[src/logic/loader_cfg.svh]
// constants for the chained setup serial loader
`ifndef LOADER_CFG_SVH
`define LOADER_CFG_SVH

// =====================================================
// clocks and times
`define CLK_FREQ_HZ 200000000
`define RESET_MIN_MS 1
`define RESET_MIN_CYCLES (`RESET_MIN_MS * (`CLK_FREQ_HZ / 1000))
`define RST_CNT_W 18
`define SYSTEM_CLOCK_20M_HZ 20000000
`define BCLK_HZ 10000000
`define SCLK_HZ 1000000
`define DIV_LAST_ASYNC 4'(`SYSTEM_CLOCK_20M_HZ / `SCLK_HZ / 2 - 1)
`define DIV_LAST_SYNC 4'(`BCLK_HZ / `SCLK_HZ / 2 - 1)

// =====================================================
// serial framing
`define SETUP_BITS 48
`define SETUP_MSB 47
`define SETUP_LAST 6'd47
`define STATUS_LAST 6'd47
`define RTS_BITS 4'd9
`define RTS_MSB 8
`define RTS_PATTERN 9'h180

// =====================================================
// setup register field positions
`define TP_PORTS 4
`define ALL_PORTS 5
`define LT13_W 3
`define AP_LSB 0
`define LT13_LSB 5
`define LT4_BIT 8
`define PRC_LSB 9
`define TX_LSB 13
`define RX_LSB 18
`define SQ_LSB 23
`define RXJAB_BIT 27
`define MCV_BIT 28
`define SQE_BIT 29
`define PFRM_BIT 30
`define FIFOE_BIT 31
`define MJLP_BIT 32

`endif

[src/logic/loader_pkg.sv]
// types shared by the chained setup serial loader
package loader_pkg;
  typedef enum logic [2:0] {
    ST_IDLE,
    ST_RTS,
    ST_WAIT_EN,
    ST_CAPTURE,
    ST_DONE
  } load_state_t;
endpackage : loader_pkg

[src/logic/chained_setup_serial_loader.sv]
// setup word loader for a daisy chained repeater serial port
// =====================================================
`timescale 1ns/1ps
`include "loader_cfg.svh"

module chained_setup_serial_loader #(
  parameter int unsigned RESET_MIN_CYCLES = `RESET_MIN_CYCLES
) (
  input wire logic core_clk_i,
  input wire logic reset_n_i,
  input wire logic hw_reset_i,
  input wire logic mgmt_mode_select_i,
  input wire logic chain_first_select_i,
  input wire logic sync_mode_i,
  input wire logic [1:0] led_mode_i,
  input wire logic aui_mode_i,
  input wire logic system_clock_20m_i,
  input wire logic backplane_clock_i,
  input wire logic serial_clk_i,
  input wire logic serial_setup_input_i,
  input wire logic chain_enable_in_n_i,
  input wire logic status_event_i,
  input wire logic [`SETUP_MSB:0] status_word_i,
  output logic serial_clk_o,
  output logic serial_clk_oe_n_o,
  output logic eeprom_cs_o,
  output logic rts_o,
  output logic chain_enable_out_n_o,
  output logic status_o,
  output logic status_oe_n_o,
  output logic mgmt_external_o,
  output logic first_position_o,
  output logic sync_mode_o,
  output logic [1:0] led_mode_o,
  output logic aui_mode_o,
  output logic setup_loaded_o,
  output loader_pkg::load_state_t load_state_o,
  output logic [`ALL_PORTS-1:0] autopart_off_o,
  output logic [`TP_PORTS-1:0] linktest_off_o,
  output logic [`TP_PORTS-1:0] polarity_fix_off_o,
  output logic [`ALL_PORTS-1:0] port_tx_off_o,
  output logic [`ALL_PORTS-1:0] port_rx_off_o,
  output logic [`TP_PORTS-1:0] low_squelch_on_o,
  output logic long_packet_guard_on_o,
  output logic code_violation_collide_off_o,
  output logic heartbeat_off_o,
  output logic frame_end_polarity_off_o,
  output logic fifo_error_collide_off_o,
  output logic lockup_counter_off_o
);
  import loader_pkg::*;

  load_state_t state_q;
  load_state_t state_d;
  logic [`RST_CNT_W-1:0] hw_cnt_q;
  logic hw_rec_q;
  logic ext_q;
  logic first_q;
  logic sync_q;
  logic [1:0] led_q;
  logic aui_q;
  logic drive_q;
  logic cs_q;
  logic rts_q;
  logic [`RTS_MSB:0] rts_sh_q;
  logic [3:0] rts_cnt_q;
  logic [5:0] bit_cnt_q;
  logic [`SETUP_MSB:0] shift_q;
  logic [`SETUP_MSB:0] setup_q;
  logic loaded_q;
  logic chain_out_n_q;
  logic sclk_in_q;
  logic st_busy_q;
  logic [5:0] st_cnt_q;
  logic [`SETUP_MSB:0] st_sh_q;
  logic st_out_q;
  logic st_oe_n_q;
  logic div_sclk;
  logic div_rise;
  logic div_fall;

  // =====================================================
  // reset pin qualification
  wire [`RST_CNT_W-1:0] rst_target_w = `RST_CNT_W'(RESET_MIN_CYCLES);
  wire hw_at_target_w = (hw_cnt_q == rst_target_w);
  // short pulses on the pin are glitches and never reach the loader
  wire clear_w = hw_reset_i & hw_rec_q;
  wire start_w = ~hw_reset_i & hw_rec_q;

  always_ff @(posedge core_clk_i or negedge reset_n_i) begin
    if (!reset_n_i) begin
      hw_cnt_q <= '0;
      hw_rec_q <= 1'b0;
    end else begin
      if (!hw_reset_i) hw_cnt_q <= '0;
      else if (!hw_at_target_w) hw_cnt_q <= hw_cnt_q + 1'b1;
      if (start_w) hw_rec_q <= 1'b0;
      else if (hw_reset_i && hw_at_target_w) hw_rec_q <= 1'b1;
    end
  end

  always_ff @(posedge core_clk_i or negedge reset_n_i) begin
    if (!reset_n_i) begin
      ext_q <= 1'b0;
      first_q <= 1'b0;
      sync_q <= 1'b0;
      led_q <= 2'h0;
      aui_q <= 1'b0;
    end else if (start_w) begin
      ext_q <= ~mgmt_mode_select_i;
      first_q <= chain_first_select_i;
      sync_q <= sync_mode_i;
      led_q <= led_mode_i;
      aui_q <= aui_mode_i;
    end
  end

  // =====================================================
  // shift clock source and edges
  // position and management mode decide clock role
  wire first_local_w = first_q & ~ext_q;
  wire ext_rise_w = serial_clk_i & ~sclk_in_q;
  wire ext_fall_w = ~serial_clk_i & sclk_in_q;
  wire rise_w = drive_q ? div_rise : ext_rise_w;
  wire fall_w = drive_q ? div_fall : ext_fall_w;

  serial_clock_divider u_div (
    .core_clk_i(core_clk_i),
    .reset_n_i(reset_n_i),
    .enable_i(drive_q),
    .sync_mode_i(sync_q),
    .system_clock_20m_i(system_clock_20m_i),
    .backplane_clock_i(backplane_clock_i),
    .sclk_o(div_sclk),
    .sclk_rise_o(div_rise),
    .sclk_fall_o(div_fall)
  );

  // clock keeps running after own load: later devices still need it
  always_ff @(posedge core_clk_i or negedge reset_n_i) begin
    if (!reset_n_i) begin
      drive_q <= 1'b0;
      cs_q <= 1'b0;
      sclk_in_q <= 1'b0;
    end else begin
      sclk_in_q <= serial_clk_i;
      if (clear_w) begin
        drive_q <= 1'b0;
        cs_q <= 1'b0;
      end else if (start_w) begin
        drive_q <= chain_first_select_i & mgmt_mode_select_i;
        cs_q <= chain_first_select_i & mgmt_mode_select_i;
      end
    end
  end

  // =====================================================
  // load sequencer
  // chained device samples only while enabled
  wire sdi_en_w = first_local_w | ~chain_enable_in_n_i;
  wire take_w = (state_q == ST_CAPTURE) & rise_w & sdi_en_w;
  wire commit_w = take_w & (bit_cnt_q == `SETUP_LAST);
  // first bit lands in bit 0
  wire [`SETUP_MSB:0] shift_d = {serial_setup_input_i, shift_q[`SETUP_MSB:1]};

  always_comb begin
    state_d = state_q;
    case (state_q)
      ST_IDLE: begin
        if (start_w) state_d = (chain_first_select_i & mgmt_mode_select_i) ? ST_RTS : ST_WAIT_EN;
      end
      ST_RTS: begin
        if (fall_w && rts_cnt_q == `RTS_BITS) state_d = ST_CAPTURE;
      end
      ST_WAIT_EN: begin
        if (!chain_enable_in_n_i) state_d = ST_CAPTURE;
      end
      ST_CAPTURE: begin
        if (commit_w) state_d = ST_DONE;
      end
      ST_DONE: begin
        if (ext_q && chain_enable_in_n_i) state_d = ST_WAIT_EN;
      end
      default: state_d = ST_IDLE;
    endcase
    if (clear_w) state_d = ST_IDLE;
  end

  always_ff @(posedge core_clk_i or negedge reset_n_i) begin
    if (!reset_n_i) state_q <= ST_IDLE;
    else state_q <= state_d;
  end

  // request strobe, bits change on falling edges
  always_ff @(posedge core_clk_i or negedge reset_n_i) begin
    if (!reset_n_i) begin
      rts_q <= 1'b0;
      rts_sh_q <= '0;
      rts_cnt_q <= 4'h0;
    end else if (state_q != ST_RTS) begin
      rts_q <= 1'b0;
      rts_sh_q <= `RTS_PATTERN;
      rts_cnt_q <= 4'h0;
    end else if (fall_w && rts_cnt_q != `RTS_BITS) begin
      rts_q <= rts_sh_q[`RTS_MSB];
      rts_sh_q <= {rts_sh_q[`RTS_MSB-1:0], 1'b0};
      rts_cnt_q <= rts_cnt_q + 4'h1;
    end else if (fall_w) begin
      rts_q <= 1'b0;
    end
  end

  always_ff @(posedge core_clk_i or negedge reset_n_i) begin
    if (!reset_n_i) begin
      bit_cnt_q <= 6'h0;
      shift_q <= '0;
    end else if (state_q != ST_CAPTURE) begin
      bit_cnt_q <= 6'h0;
    end else if (take_w) begin
      bit_cnt_q <= commit_w ? 6'h0 : (bit_cnt_q + 6'h1);
      shift_q <= shift_d;
    end
  end

  // word committed whole, so a partial load never shows
  always_ff @(posedge core_clk_i or negedge reset_n_i) begin
    if (!reset_n_i) begin
      setup_q <= '0;
      loaded_q <= 1'b0;
      chain_out_n_q <= 1'b1;
    end else if (clear_w) begin
      setup_q <= '0;
      loaded_q <= 1'b0;
      chain_out_n_q <= 1'b1;
    end else if (commit_w) begin
      setup_q <= shift_d;
      loaded_q <= 1'b1;
      chain_out_n_q <= 1'b0;
    end
  end

  // =====================================================
  // status burst, external mode only
  // events during a burst are dropped, not queued
  wire st_load_w = status_event_i & ext_q & loaded_q & ~st_busy_q;
  wire st_end_w = st_busy_q & ext_fall_w & (st_cnt_q == `STATUS_LAST);

  always_ff @(posedge core_clk_i or negedge reset_n_i) begin
    if (!reset_n_i) begin
      st_busy_q <= 1'b0;
      st_cnt_q <= 6'h0;
      st_sh_q <= '0;
      st_out_q <= 1'b0;
      st_oe_n_q <= 1'b1;
    end else if (clear_w || st_end_w) begin
      st_busy_q <= 1'b0;
      st_out_q <= 1'b0;
      st_oe_n_q <= 1'b1;
    end else if (st_load_w) begin
      st_busy_q <= 1'b1;
      st_cnt_q <= 6'h0;
      st_sh_q <= status_word_i;
      st_out_q <= status_word_i[0];
      st_oe_n_q <= 1'b0;
    end else if (st_busy_q && ext_fall_w) begin
      st_cnt_q <= st_cnt_q + 6'h1;
      st_sh_q <= {1'b0, st_sh_q[`SETUP_MSB:1]};
      st_out_q <= st_sh_q[1];
    end
  end

  // =====================================================
  // outputs
  assign serial_clk_o = div_sclk;
  assign serial_clk_oe_n_o = ~drive_q;
  assign eeprom_cs_o = cs_q;
  assign rts_o = rts_q;
  assign chain_enable_out_n_o = chain_out_n_q;
  assign status_o = st_out_q;
  assign status_oe_n_o = st_oe_n_q;
  assign mgmt_external_o = ext_q;
  assign first_position_o = first_q;
  assign sync_mode_o = sync_q;
  assign led_mode_o = led_q;
  assign aui_mode_o = aui_q;
  assign setup_loaded_o = loaded_q;
  assign load_state_o = state_q;

  assign autopart_off_o = setup_q[`AP_LSB +: `ALL_PORTS];
  // link test, ports 1 to 4
  assign linktest_off_o = {setup_q[`LT4_BIT], setup_q[`LT13_LSB +: `LT13_W]};
  assign polarity_fix_off_o = setup_q[`PRC_LSB +: `TP_PORTS];
  assign port_tx_off_o = setup_q[`TX_LSB +: `ALL_PORTS];
  assign port_rx_off_o = setup_q[`RX_LSB +: `ALL_PORTS];
  assign low_squelch_on_o = setup_q[`SQ_LSB +: `TP_PORTS];
  assign long_packet_guard_on_o = setup_q[`RXJAB_BIT];
  assign code_violation_collide_off_o = setup_q[`MCV_BIT];
  assign fifo_error_collide_off_o = setup_q[`FIFOE_BIT];
  assign heartbeat_off_o = setup_q[`SQE_BIT];
  assign frame_end_polarity_off_o = setup_q[`PFRM_BIT];
  assign lockup_counter_off_o = setup_q[`MJLP_BIT];

  // =====================================================
  // checks
  property p_local_quiet;
    @(posedge core_clk_i) disable iff (!reset_n_i)
      !ext_q |-> status_oe_n_o;
  endproperty
  a_local_quiet: assert property (p_local_quiet)
    else $error("status driven in local mode");

  property p_status_ext;
    @(posedge core_clk_i) disable iff (!reset_n_i)
      $fell(status_oe_n_o) |-> ext_q && loaded_q && $past(status_event_i);
  endproperty
  a_status_ext: assert property (p_status_ext)
    else $error("status burst without external mode event");

  property p_reset_len;
    @(posedge core_clk_i) disable iff (!reset_n_i)
      $rose(hw_rec_q) |-> $past(hw_reset_i) && $past(hw_cnt_q) == rst_target_w;
  endproperty
  a_reset_len: assert property (p_reset_len)
    else $error("reset recognised too early");

  property p_clk_owner;
    @(posedge core_clk_i) disable iff (!reset_n_i)
      $changed(serial_clk_o) |-> !serial_clk_oe_n_o && first_q && !ext_q;
  endproperty
  a_clk_owner: assert property (p_clk_owner)
    else $error("shift clock toggles on non-first device");

  property p_cs_capture;
    @(posedge core_clk_i) disable iff (!reset_n_i)
      (state_q == ST_CAPTURE && first_local_w) |-> eeprom_cs_o && !serial_clk_oe_n_o;
  endproperty
  a_cs_capture: assert property (p_cs_capture)
    else $error("memory not selected during load");

  property p_rts_len;
    @(posedge core_clk_i) disable iff (!reset_n_i)
      (state_q == ST_RTS ##1 state_q == ST_CAPTURE) |-> $past(rts_cnt_q) == `RTS_BITS;
  endproperty
  a_rts_len: assert property (p_rts_len)
    else $error("request strobe not nine bits");

  property p_word_len;
    @(posedge core_clk_i) disable iff (!reset_n_i)
      (state_q == ST_CAPTURE ##1 state_q == ST_DONE) |-> $past(bit_cnt_q) == `SETUP_LAST && loaded_q;
  endproperty
  a_word_len: assert property (p_word_len)
    else $error("setup word not 48 bits");

  property p_pass_on;
    @(posedge core_clk_i) disable iff (!reset_n_i)
      $fell(chain_enable_out_n_o) |-> state_q == ST_DONE && $past(state_q) == ST_CAPTURE;
  endproperty
  a_pass_on: assert property (p_pass_on)
    else $error("chain enable dropped outside load end");

  property p_sdi_gate;
    @(posedge core_clk_i) disable iff (!reset_n_i)
      (!first_local_w && state_q == ST_CAPTURE && $past(state_q) == ST_CAPTURE
        && bit_cnt_q != $past(bit_cnt_q)) |-> $past(chain_enable_in_n_i) == 1'b0;
  endproperty
  a_sdi_gate: assert property (p_sdi_gate)
    else $error("bit taken while chain enable high");

  property p_burst_len;
    @(posedge core_clk_i) disable iff (!reset_n_i)
      ($rose(status_oe_n_o) && !$past(clear_w)) |-> $past(st_cnt_q) == `STATUS_LAST;
  endproperty
  a_burst_len: assert property (p_burst_len)
    else $error("status burst not 48 bits");

  property p_setup_hold;
    @(posedge core_clk_i) disable iff (!reset_n_i)
      (!commit_w && !clear_w) |=> $stable(setup_q);
  endproperty
  a_setup_hold: assert property (p_setup_hold)
    else $error("setup word changed outside load");
endmodule : chained_setup_serial_loader

[src/logic/serial_clock_divider.sv]
// divides the system or backplane clock down to the serial shift clock
`timescale 1ns/1ps
`include "loader_cfg.svh"

module serial_clock_divider (
  input wire logic core_clk_i,
  input wire logic reset_n_i,
  input wire logic enable_i,
  input wire logic sync_mode_i,
  input wire logic system_clock_20m_i,
  input wire logic backplane_clock_i,
  output logic sclk_o,
  output logic sclk_rise_o,
  output logic sclk_fall_o
);
  import loader_pkg::*;

  logic src_q;
  logic [3:0] cnt_q;
  logic [3:0] cnt_d;
  logic sclk_q;
  logic rise_q;
  logic fall_q;

  // =====================================================
  // source selection and edge detect
  wire src_w = sync_mode_i ? backplane_clock_i : system_clock_20m_i;
  wire src_rise_w = src_w & ~src_q;
  wire [3:0] last_w = sync_mode_i ? `DIV_LAST_SYNC : `DIV_LAST_ASYNC;
  wire wrap_w = enable_i & src_rise_w & (cnt_q == last_w);
  assign cnt_d = wrap_w ? 4'h0 : (cnt_q + 4'h1);

  // half period counted in source edges, so jitter of the source carries through
  always_ff @(posedge core_clk_i or negedge reset_n_i) begin
    if (!reset_n_i) begin
      src_q <= 1'b0;
      cnt_q <= 4'h0;
      sclk_q <= 1'b0;
      rise_q <= 1'b0;
      fall_q <= 1'b0;
    end else begin
      src_q <= src_w;
      if (enable_i && src_rise_w) cnt_q <= cnt_d;
      else if (!enable_i) cnt_q <= 4'h0; // stale count would stretch the first half period
      if (wrap_w) sclk_q <= ~sclk_q;
      rise_q <= wrap_w & ~sclk_q;
      fall_q <= wrap_w & sclk_q;
    end
  end

  assign sclk_o = sclk_q;
  assign sclk_rise_o = rise_q;
  assign sclk_fall_o = fall_q;
endmodule : serial_clock_divider

[config.mk]
export PLATFORM = sky130hd
export DESIGN_NAME = chained_setup_serial_loader
export DESIGN_NICKNAME = d
export VERILOG_FILES = /design/src/logic/loader_pkg.sv /design/src/logic/chained_setup_serial_loader.sv /design/src/logic/serial_clock_divider.sv
export VERILOG_INCLUDE_DIRS = /design/src /design/src/logic
export SDC_FILE = /design/constraint.sdc
export NUM_CORES = 1
export LEC_CHECK = 0
export ABC_AREA = 1
export BUFFER_PORTS_ARGS = -buffer_cell sky130_fd_sc_hd__buf_2
export CAP_MARGIN = 20
export CORE_UTILIZATION = 62
export CTS_CLUSTER_SIZE = 8
export DETAILED_ROUTE_END_ITERATION = 10
export PLACE_DENSITY = 0.85
export SLEW_MARGIN = 40
export SYNTH_ARGS = -nofsm -noshare
export SYNTH_HDL_FRONTEND = slang
export SYNTH_HIERARCHICAL = 1
export SYNTH_SLANG_ARGS = --single-unit
[constraint.sdc]
create_clock -name core_clk_i -period 2.6 [get_ports core_clk_i]
set_clock_uncertainty 0.05 [all_clocks]
set_input_delay 0.39 -clock core_clk_i [delete_from_list [all_inputs] [get_ports core_clk_i]]
set_output_delay 0.39 -clock core_clk_i [all_outputs]
set_load 0.01 [all_outputs]
==> metrics.md, run 1 <==
| Metric | Value |
|---|---|
| Nets@finish | `1140` |
| Fin crit period | `2.098 ns` |
| Setup TNS | `0 ns` |
| Routed Antenna Nets | `0` |
| Die Span Y | `120.6 µm` |
| R2r setup slk | `0.50 ns` |
| Kind of critical path | `flop to flop` |
| Top post-synthesis cells by area | `dfrtp_1 54%, nand2_1 7.8%, nor2_1 5.2%` |
| GR peak layer | `met2` |
| Final WL | `17880 µm` |
| GR Util All Layers | `0.2630` |
| Post-CTS Setup Inserts | `0` |
| Max cap viols | `0` |
| Max IR drop VDD | `535.4 µV` |
| Final Cell Area | `9871 µm²` |
| I/O Pins | `113` |
| Core Box Area | `13510 µm²` |
| Yosys top cell area share | `0.5363` |
| Number of synthesized flops with an enable pin | `0` |
| Gate Count Post-Synth | `972` |
| RSZ-0062 raised after global routing | `false` |
| FMAX | `476.6 MHz` |
| Total CTS buffers | `17` |
| Hold crit path type | `input pin to flop` |
| First-pass GRT wire length | `30040 µm` |
| Slew Limit Fails | `0` |
| Data arrival time of the critical path | `2.39 ns` |
| H-tree depth | `4` |
| Unique masters post-synth | `43` |
| Setup WS pre-CTS | `0.5494 ns` |
| CTS tree | `yes` |
| Biggest area consumer among synthesized cells | `dfrtp_1` |
| Critical path capture point type | `flop` |
| Wire per inst | `14.20 µm` |
| Root Driver | `clkbuf_16` |
| Ys async rst share | `1.000` |
| Pre-antenna DRT Iters | `6` |
| Vias in the first global route | `6444` |
| Final number of setup-violating endpoints | `0` |
| Post-cts sizing count | `0` |
| Via Count | `6862` |
| Final period util | `0.8069` |
| Total power per unit cell area | `632.2 nW/µm²` |
| Final WS setup | `0.5019 ns` |
| Tot Pwr | `6.240 mW` |
| Gr ovfl total | `0` |
| Post-route DRC violation count | `0` |
| Sequential area share after synthesis | `0.5423` |
| Static leakage | `4.843 nW` |
| Layout area overhead | `13.12%` |
| Startpoint types | `flop` |
| Most used DFF post-synth | `dfrtp_1` |
| Clock sinks | `189` |
| M3 GR Usage | `0.05283` |
| Yosys reg bits | `189` |
| Worst-skew pair later-pin latency | `0.43 ns` |
| Cell Area, Synth | `8726 µm²` |
| Syn_area_per_cell | `8.977 µm²` |
| Ys Warns | `6` |
| Starting DRT DRC Count | `578` |
| Slew @ Worst Pin | `0.8000 ns` |
| FP Rows | `42` |
| Die W | `120.6 µm` |
| Largest buffer count on any clock path | `2` |
| Final core utilization | `0.7309` |
| Relative slew slack | `0.4659` |
| Initial Util | `0.6461` |
| CP Data Required Time | `2.89 ns` |
| Detailed placement HPWL | `11810 µm` |
| Port bufs | `112` |
| Die ar. | `14550 µm²` |
| CP max-delay cell | `dfrtp_1` |
| Outcome | `completed` |
| Critical-path cell list | `ha_1 -> nand3_1 -> nor2_1 -> nand3_2 -> nand2_2 -> nand2_4 -> o21ai_0` |
| Pin count of the biggest net entering global routing | `69` |
| Initial antenna violation count | `0` |
| Final hold vios | `0` |
| DP Area | `9321 µm²` |
| Placer Congestion | `0.8731` |
| Met2 usage | `0.4163` |
| Routed vias/inst | `5.450` |
| Reg clk slew, reported paths | `0.08 ns` |
| Share of layout cells above drive strength 1 | `0.1985` |
| Met1 usage | `0.3651` |
| Critical path peak fanout | `33` |
| Post-Syn Nets | `1042` |
| Diodes inserted | `0` |
| Crit-path max cell delay | `0.39 ns` |
-- cell type report --
| cell class | count | area [µm²] |
|---|---|---|
| Fill cell | 931 | 3635 |
| Inverter | 96 | 360.3 |
| Clock buffer | 18 | 429.2 |
| Clock inverter | 14 | 110.1 |
| Tap cell | 176 | 220.2 |
| Sequential cell | 189 | 4732 |
| Multi-Input combinational cell | 643 | 3314 |
| Timing Repair Buffer | 123 | 704.4 |
-- metal layers --
metal,vias up,share of wire
li1,3356,-
met4,0,0.017
met2,207,0.48
met1,3277,0.45
met5,-,0
met3,22,0.052
-- Yosys cell counts (all sizes together), types with 2 or more instances --
master  instances
nand2         190
dfrtp         187
o21ai         133
nor2          125
inv            96
nand3          74
o21a           45
buf            34
a21oi          18
nor3           12
clkbuf         10
xor2            9
ha              7
nand4           7
mux2            5
or2             3
dfstp           2
nor4            2
o211ai          2
o22ai           2
xnor2           2
-- placed cells by master, fill, tap and decap left out, types with 2 or more instances in the layout --
master      count
inv_6           5
dfstp_2         2
nand3_1        72
nor2_1        121
xnor2_1         2
nor2_4          2
nand4_1         6
buf_12          4
a21oi_1        18
o21ai_0        73
clkbuf_16      17
ha_1            7
nor3_1         12
clkinv_2        2
o21a_1         45
o211ai_1        2
inv_2           6
nand2_1       182
dfrtp_1       187
clkinvlp_4      4
buf_4           6
buf_2         111
nand2_2         6
or2_2           2
o21ai_1        30
mux2_2          5
inv_1          90
nand3_2         2
xor2_1          9
o21ai_2        30
o22ai_1         2
nor4_1          2
clkinv_4        3
-- through the flow --
stage                     hold WS (ns)  std cells
after floorplan                0.04441        972
after global placement          0.3746       1226
after detailed placement        0.3756       1226
after CTS                      0.03197       1259
after global routing           0.04512       1259
final                          0.05239       1259
-- worst max-delay path, delay by kind of cell (launching register included) --
kind,cells,cell delay (ns)
DFF,1,0.39
AOI/OAI and AO/OA,1,0.30
and+or+nand+nor,5,1.07
adders and majority gates,1,0.19
-- path summary, 6_finish.rpt --
check / cells after the start / endpoint / start
min: 1 / sclk_in_q / serial_clk_i
min in group asynchronous: 2 / st_sh_q[17] / reset_n_i
max in group asynchronous: 3 / shift_q[26] / reset_n_i
max: 7 / setup_q[2] / bit_cnt_q[0]
min reg2reg: 1 / rts_cnt_q[3] / rts_cnt_q[3]
max reg2reg: 7 / setup_q[2] / bit_cnt_q[0]
-- what timing repair did --
action	in CTS	in global routing
hold buffers	1	0
endpoints found under the setup margin	0	0
hold endpoints to repair	63	0
-- where the power goes --
group / switching [mW] / leakage, nW / internal (mW)
Combinational: 0.298 / 2.15 / 0.268
Clock: 1.16 / 0.254 / 1.24
Sequential: 0.147 / 2.44 / 3.13
-- logic make-up after synthesis --
group	Yosys count	synth area share
AOI/OAI and AO/OA	206	0.1478
xor gates and xnor gates	11	0.01104
adders and majority gates	7	0.01004
buffers and inverters	140	0.07786
DFF	189	0.5423
muxes	5	0.006452
and+or+nand+nor	414	0.2045
-- sequential cells by signal (all words and copies together) (netlist names), 2 cells and up --
| name | cells |
|---|---|
| st_cnt_q | 6 |
| hw_cnt_q | 18 |
| st_sh_q | 47 |
| shift_q | 47 |
| load_state_o | 3 |
| u_div/cnt_q | 4 |
| rts_cnt_q | 4 |
| led_mode_o | 2 |
| rts_sh_q | 2 |
| setup_q | 33 |
| bit_cnt_q | 6 |
Power figures use the tool's default switching activity.
==> run 2, diff against run 1 <==
--- a/config.mk
+++ b/config.mk
@@ -9,10 +9,10 @@
 export ABC_AREA = 1
 export BUFFER_PORTS_ARGS = -buffer_cell sky130_fd_sc_hd__buf_2
 export CAP_MARGIN = 20
-export CORE_UTILIZATION = 62
+export CORE_UTILIZATION = 58
 export CTS_CLUSTER_SIZE = 8
 export DETAILED_ROUTE_END_ITERATION = 10
-export PLACE_DENSITY = 0.85
+export PLACE_DENSITY = 0.8
 export SLEW_MARGIN = 40
 export SYNTH_ARGS = -nofsm -noshare
 export SYNTH_HDL_FRONTEND = slang
==> constraint.sdc (replaced) <==
create_clock -name core_clk_i -period 2 [get_ports core_clk_i]
set_clock_uncertainty 0.05 [all_clocks]
set_input_delay 0.3 -clock core_clk_i [delete_from_list [all_inputs] [get_ports core_clk_i]]
set_output_delay 0.3 -clock core_clk_i [all_outputs]
set_load 0.01 [all_outputs]
==> metrics.md, run 2 (same netlist as run 1, synthesis figures left out) <==
| Metric | Value |
|---|---|
| Startpoint types | `flop (unchanged)` |
| Port bufs | `112 (unchanged)` |
| Sink of the worst hold path | `shift_q[47] (was sclk_in_q)` |
| Starting DRT DRC Count | `443 (was 578)` |
| Wire per inst | `13.44 µm (was 14.20 µm)` |
| Diodes inserted | `0 (unchanged)` |
| Final Non-Filler Cells | `1276 (was 1259)` |
| Cell mode on critical path | `nand2_1` |
| Relative slew slack | `0.6611 (was 0.4659)` |
| Die ar. | `15540 µm² (was 14550 µm²)` |
| Reg clk slew, reported paths | `0.07 ns (was 0.08 ns)` |
| Post-CTS Setup Inserts | `0 (unchanged)` |
| Total power per unit cell area | `828.9 nW/µm² (was 632.2 nW/µm²)` |
| Final hold vios | `0 (unchanged)` |
| Detailed placement HPWL | `11700 µm (was 11810 µm)` |
| Kind of critical path | `flop to flop (unchanged)` |
| CP Data Required Time | `2.26 ns (was 2.89 ns)` |
| Largest buffer count on any clock path | `2 (unchanged)` |
| Die Span Y | `124.7 µm (was 120.6 µm)` |
| Post-route DRC violation count | `0 (unchanged)` |
| Critical path peak fanout | `30 (was 33)` |
| Max IR drop VDD | `588.8 µV (was 535.4 µV)` |
| Total CTS buffers | `17 (unchanged)` |
| Via Count | `6677 (was 6862)` |
| CP max-delay cell | `dfrtp_1 (unchanged)` |
| Gr ovfl total | `0 (unchanged)` |
| Hold path start | `serial_setup_input_i (was serial_clk_i)` |
| Max cap viols | `0 (unchanged)` |
| Slew @ Worst Pin | `0.5084 ns (was 0.8000 ns)` |
| FF-to-FF Start | `st_cnt_q[0] (was bit_cnt_q[0])` |
| Critical path capture point type | `flop (unchanged)` |
| Inst Count DP | `1242 (was 1226)` |
| FMAX | `543.3 MHz (was 476.6 MHz)` |
| Clock sinks | `189 (unchanged)` |
| CTS tree | `yes (unchanged)` |
| Data arrival time of the critical path | `2.10 ns (was 2.39 ns)` |
| RSZ-0062 raised after global routing | `false (unchanged)` |
| H-tree depth | `4 (unchanged)` |
| Pre-antenna DRT Iters | `5 (was 6)` |
| DP Area | `9417 µm² (was 9321 µm²)` |
| Vias in the first global route | `6262 (was 6444)` |
| Crit-path max cell delay | `0.41 ns (was 0.39 ns)` |
| Slew Limit Fails | `0 (unchanged)` |
| Commonest cells after routing, fill and taps aside | `187 x dfrtp_1, 182 x nand2_1, 120 x nor2_1 (was 187 x dfrtp_1, 182 x nand2_1, 121 x nor2_1)` |
| Worst-skew pair later-pin latency | `0.43 ns (about the same)` |
| Final WL | `17150 µm (was 17880 µm)` |
| FILL cells | `1165 (was 931)` |
| I/O Pins | `113 (unchanged)` |
| Static leakage | `4.935 nW (was 4.843 nW)` |
| Hold crit path type | `input pin to flop (unchanged)` |
| Biggest regs | `shift_q (47), st_sh_q (47), setup_q (33) (unchanged)` |
| Share of layout cells above drive strength 1 | `0.2060 (was 0.1985)` |
| Register area | `4732 µm² (unchanged)` |
| Hold Crit Depth | `3 (was 1)` |
| Placer Congestion | `0.8788 (was 0.8731)` |
| Routed Antenna Nets | `0 (unchanged)` |
| Root Driver | `clkbuf_16 (unchanged)` |
| Reg2reg path depth | `10 (was 7)` |
| R2r endpoint | `st_cnt_q[5] (was setup_q[2])` |
| Fin crit period | `1.841 ns (was 2.098 ns)` |
| FP Rows | `44 (was 42)` |
| Layout area overhead | `14.86% (was 13.12%)` |
| Final period util | `0.9203 (was 0.8069)` |
| Critical-path cell list | `ha_1 -> nand2_1 -> nor2_1 -> nand4_1 -> nand2_2 -> nor2_8 -> buf_4 -> inv_2 -> nand2_1 -> nand2_1 (was ha_1 -> nand3_1 -> nor2_1 -> nand3_2 -> nand2_2 -> nand2_4 -> o21ai_0)` |
| Initial Util | `0.5981 (was 0.6461)` |
| Initial antenna violation count | `0 (unchanged)` |
| Die W | `124.7 µm (was 120.6 µm)` |
| Core Box Area | `14590 µm² (was 13510 µm²)` |
| First-pass GRT wire length | `29620 µm (was 30040 µm)` |
| Nets@finish | `1149 (was 1140)` |
| R2r setup slk | `0.16 ns (was 0.50 ns)` |
| Final number of setup-violating endpoints | `0 (unchanged)` |
| Outcome | `completed (unchanged)` |
| Setup TNS | `0 ns (unchanged)` |
| GR Util All Layers | `0.2353 (was 0.2630)` |
| Most common cell after layout, fill and taps aside | `dfrtp_1 (unchanged)` |
| Multi-input logic area | `3317 µm² (was 3314 µm²)` |
| Pin count of the biggest net entering global routing | `82 (was 69)` |
| Final Cell Area | `10020 µm² (was 9871 µm²)` |
| Routed vias/inst | `5.233 (was 5.450)` |
-- run 2: report_power, final --
group / switching, mW / internal (mW) / leakage [nW]
Clock: 1.56 / 1.77 / 0.288
Sequential: 0.181 / 4.07 / 2.44
Combinational: 0.375 / 0.352 / 2.20
-- run 2: timing repair --
item	in CTS	in global routing
resized for setup	0	1
hold endpoints to repair	54	0
endpoints found under the setup margin	0	13
hold buffers	2	0
-- run 2: metrics by stage --
step | util | power, mW | setup WS, ns | hold WS (ns)
after floorplan | - | 4.779 | 0.4615 | -0.04559
after global placement | 0.6455 | 5.017 | 0.2276 | 0.2678
after detailed placement | 0.6455 | 5.054 | 0.1741 | 0.2667
after CTS | 0.6868 | 8.379 | 0.1309 | 0.01595
after global routing | 0.6870 | 8.681 | 0.04619 | 0.02814
final | 0.6870 | 8.308 | 0.1595 | 0.02867
-- run 2: per-layer routing --
metal / routed length, µm / up-vias / global-route usage / share of wire
met5: 0 / - / 0 / 0
met4: 238 / 0 / 0.07583 / 0.014
met3: 707 / 20 / 0.04210 / 0.041
met2: 8063 / 147 / 0.3741 / 0.47
met1: 8138 / 3136 / 0.3296 / 0.47
li1: - / 3374 / - / -
-- run 2: final cells by class --
type                       instances  share of cell area
timing repair buffer             132             0.07978
multi-input combinational        643              0.3310
clock buffer                      17             0.04245
clock inverter                    15             0.01573
sequential                       189              0.4722
tap                              184             0.02297
inverter                          96             0.03596
-- run 2: worst max-delay path, delay by kind of cell (launching register included) --
kind	cells	cell delay, ns
flip-flops	1	0.41
buffers and inverters	2	0.41
AND/OR/NAND/NOR	7	0.62
adder cells (fa/ha/maj)	1	0.23
-- run 2: worst max path at each step --
stage	slack [ns]	endpoint	startpoint
final	0.16	st_cnt_q[5]	st_cnt_q[0]
after floorplan	0.46	st_sh_q[10]	st_cnt_q[0]
after global routing	0.05	st_cnt_q[0]	serial_clk_i
after detailed placement	0.17	setup_q[19]	bit_cnt_q[0]
after global placement	0.23	st_sh_q[15]	st_cnt_q[0]
after CTS	0.13	setup_q[19]	bit_cnt_q[0]
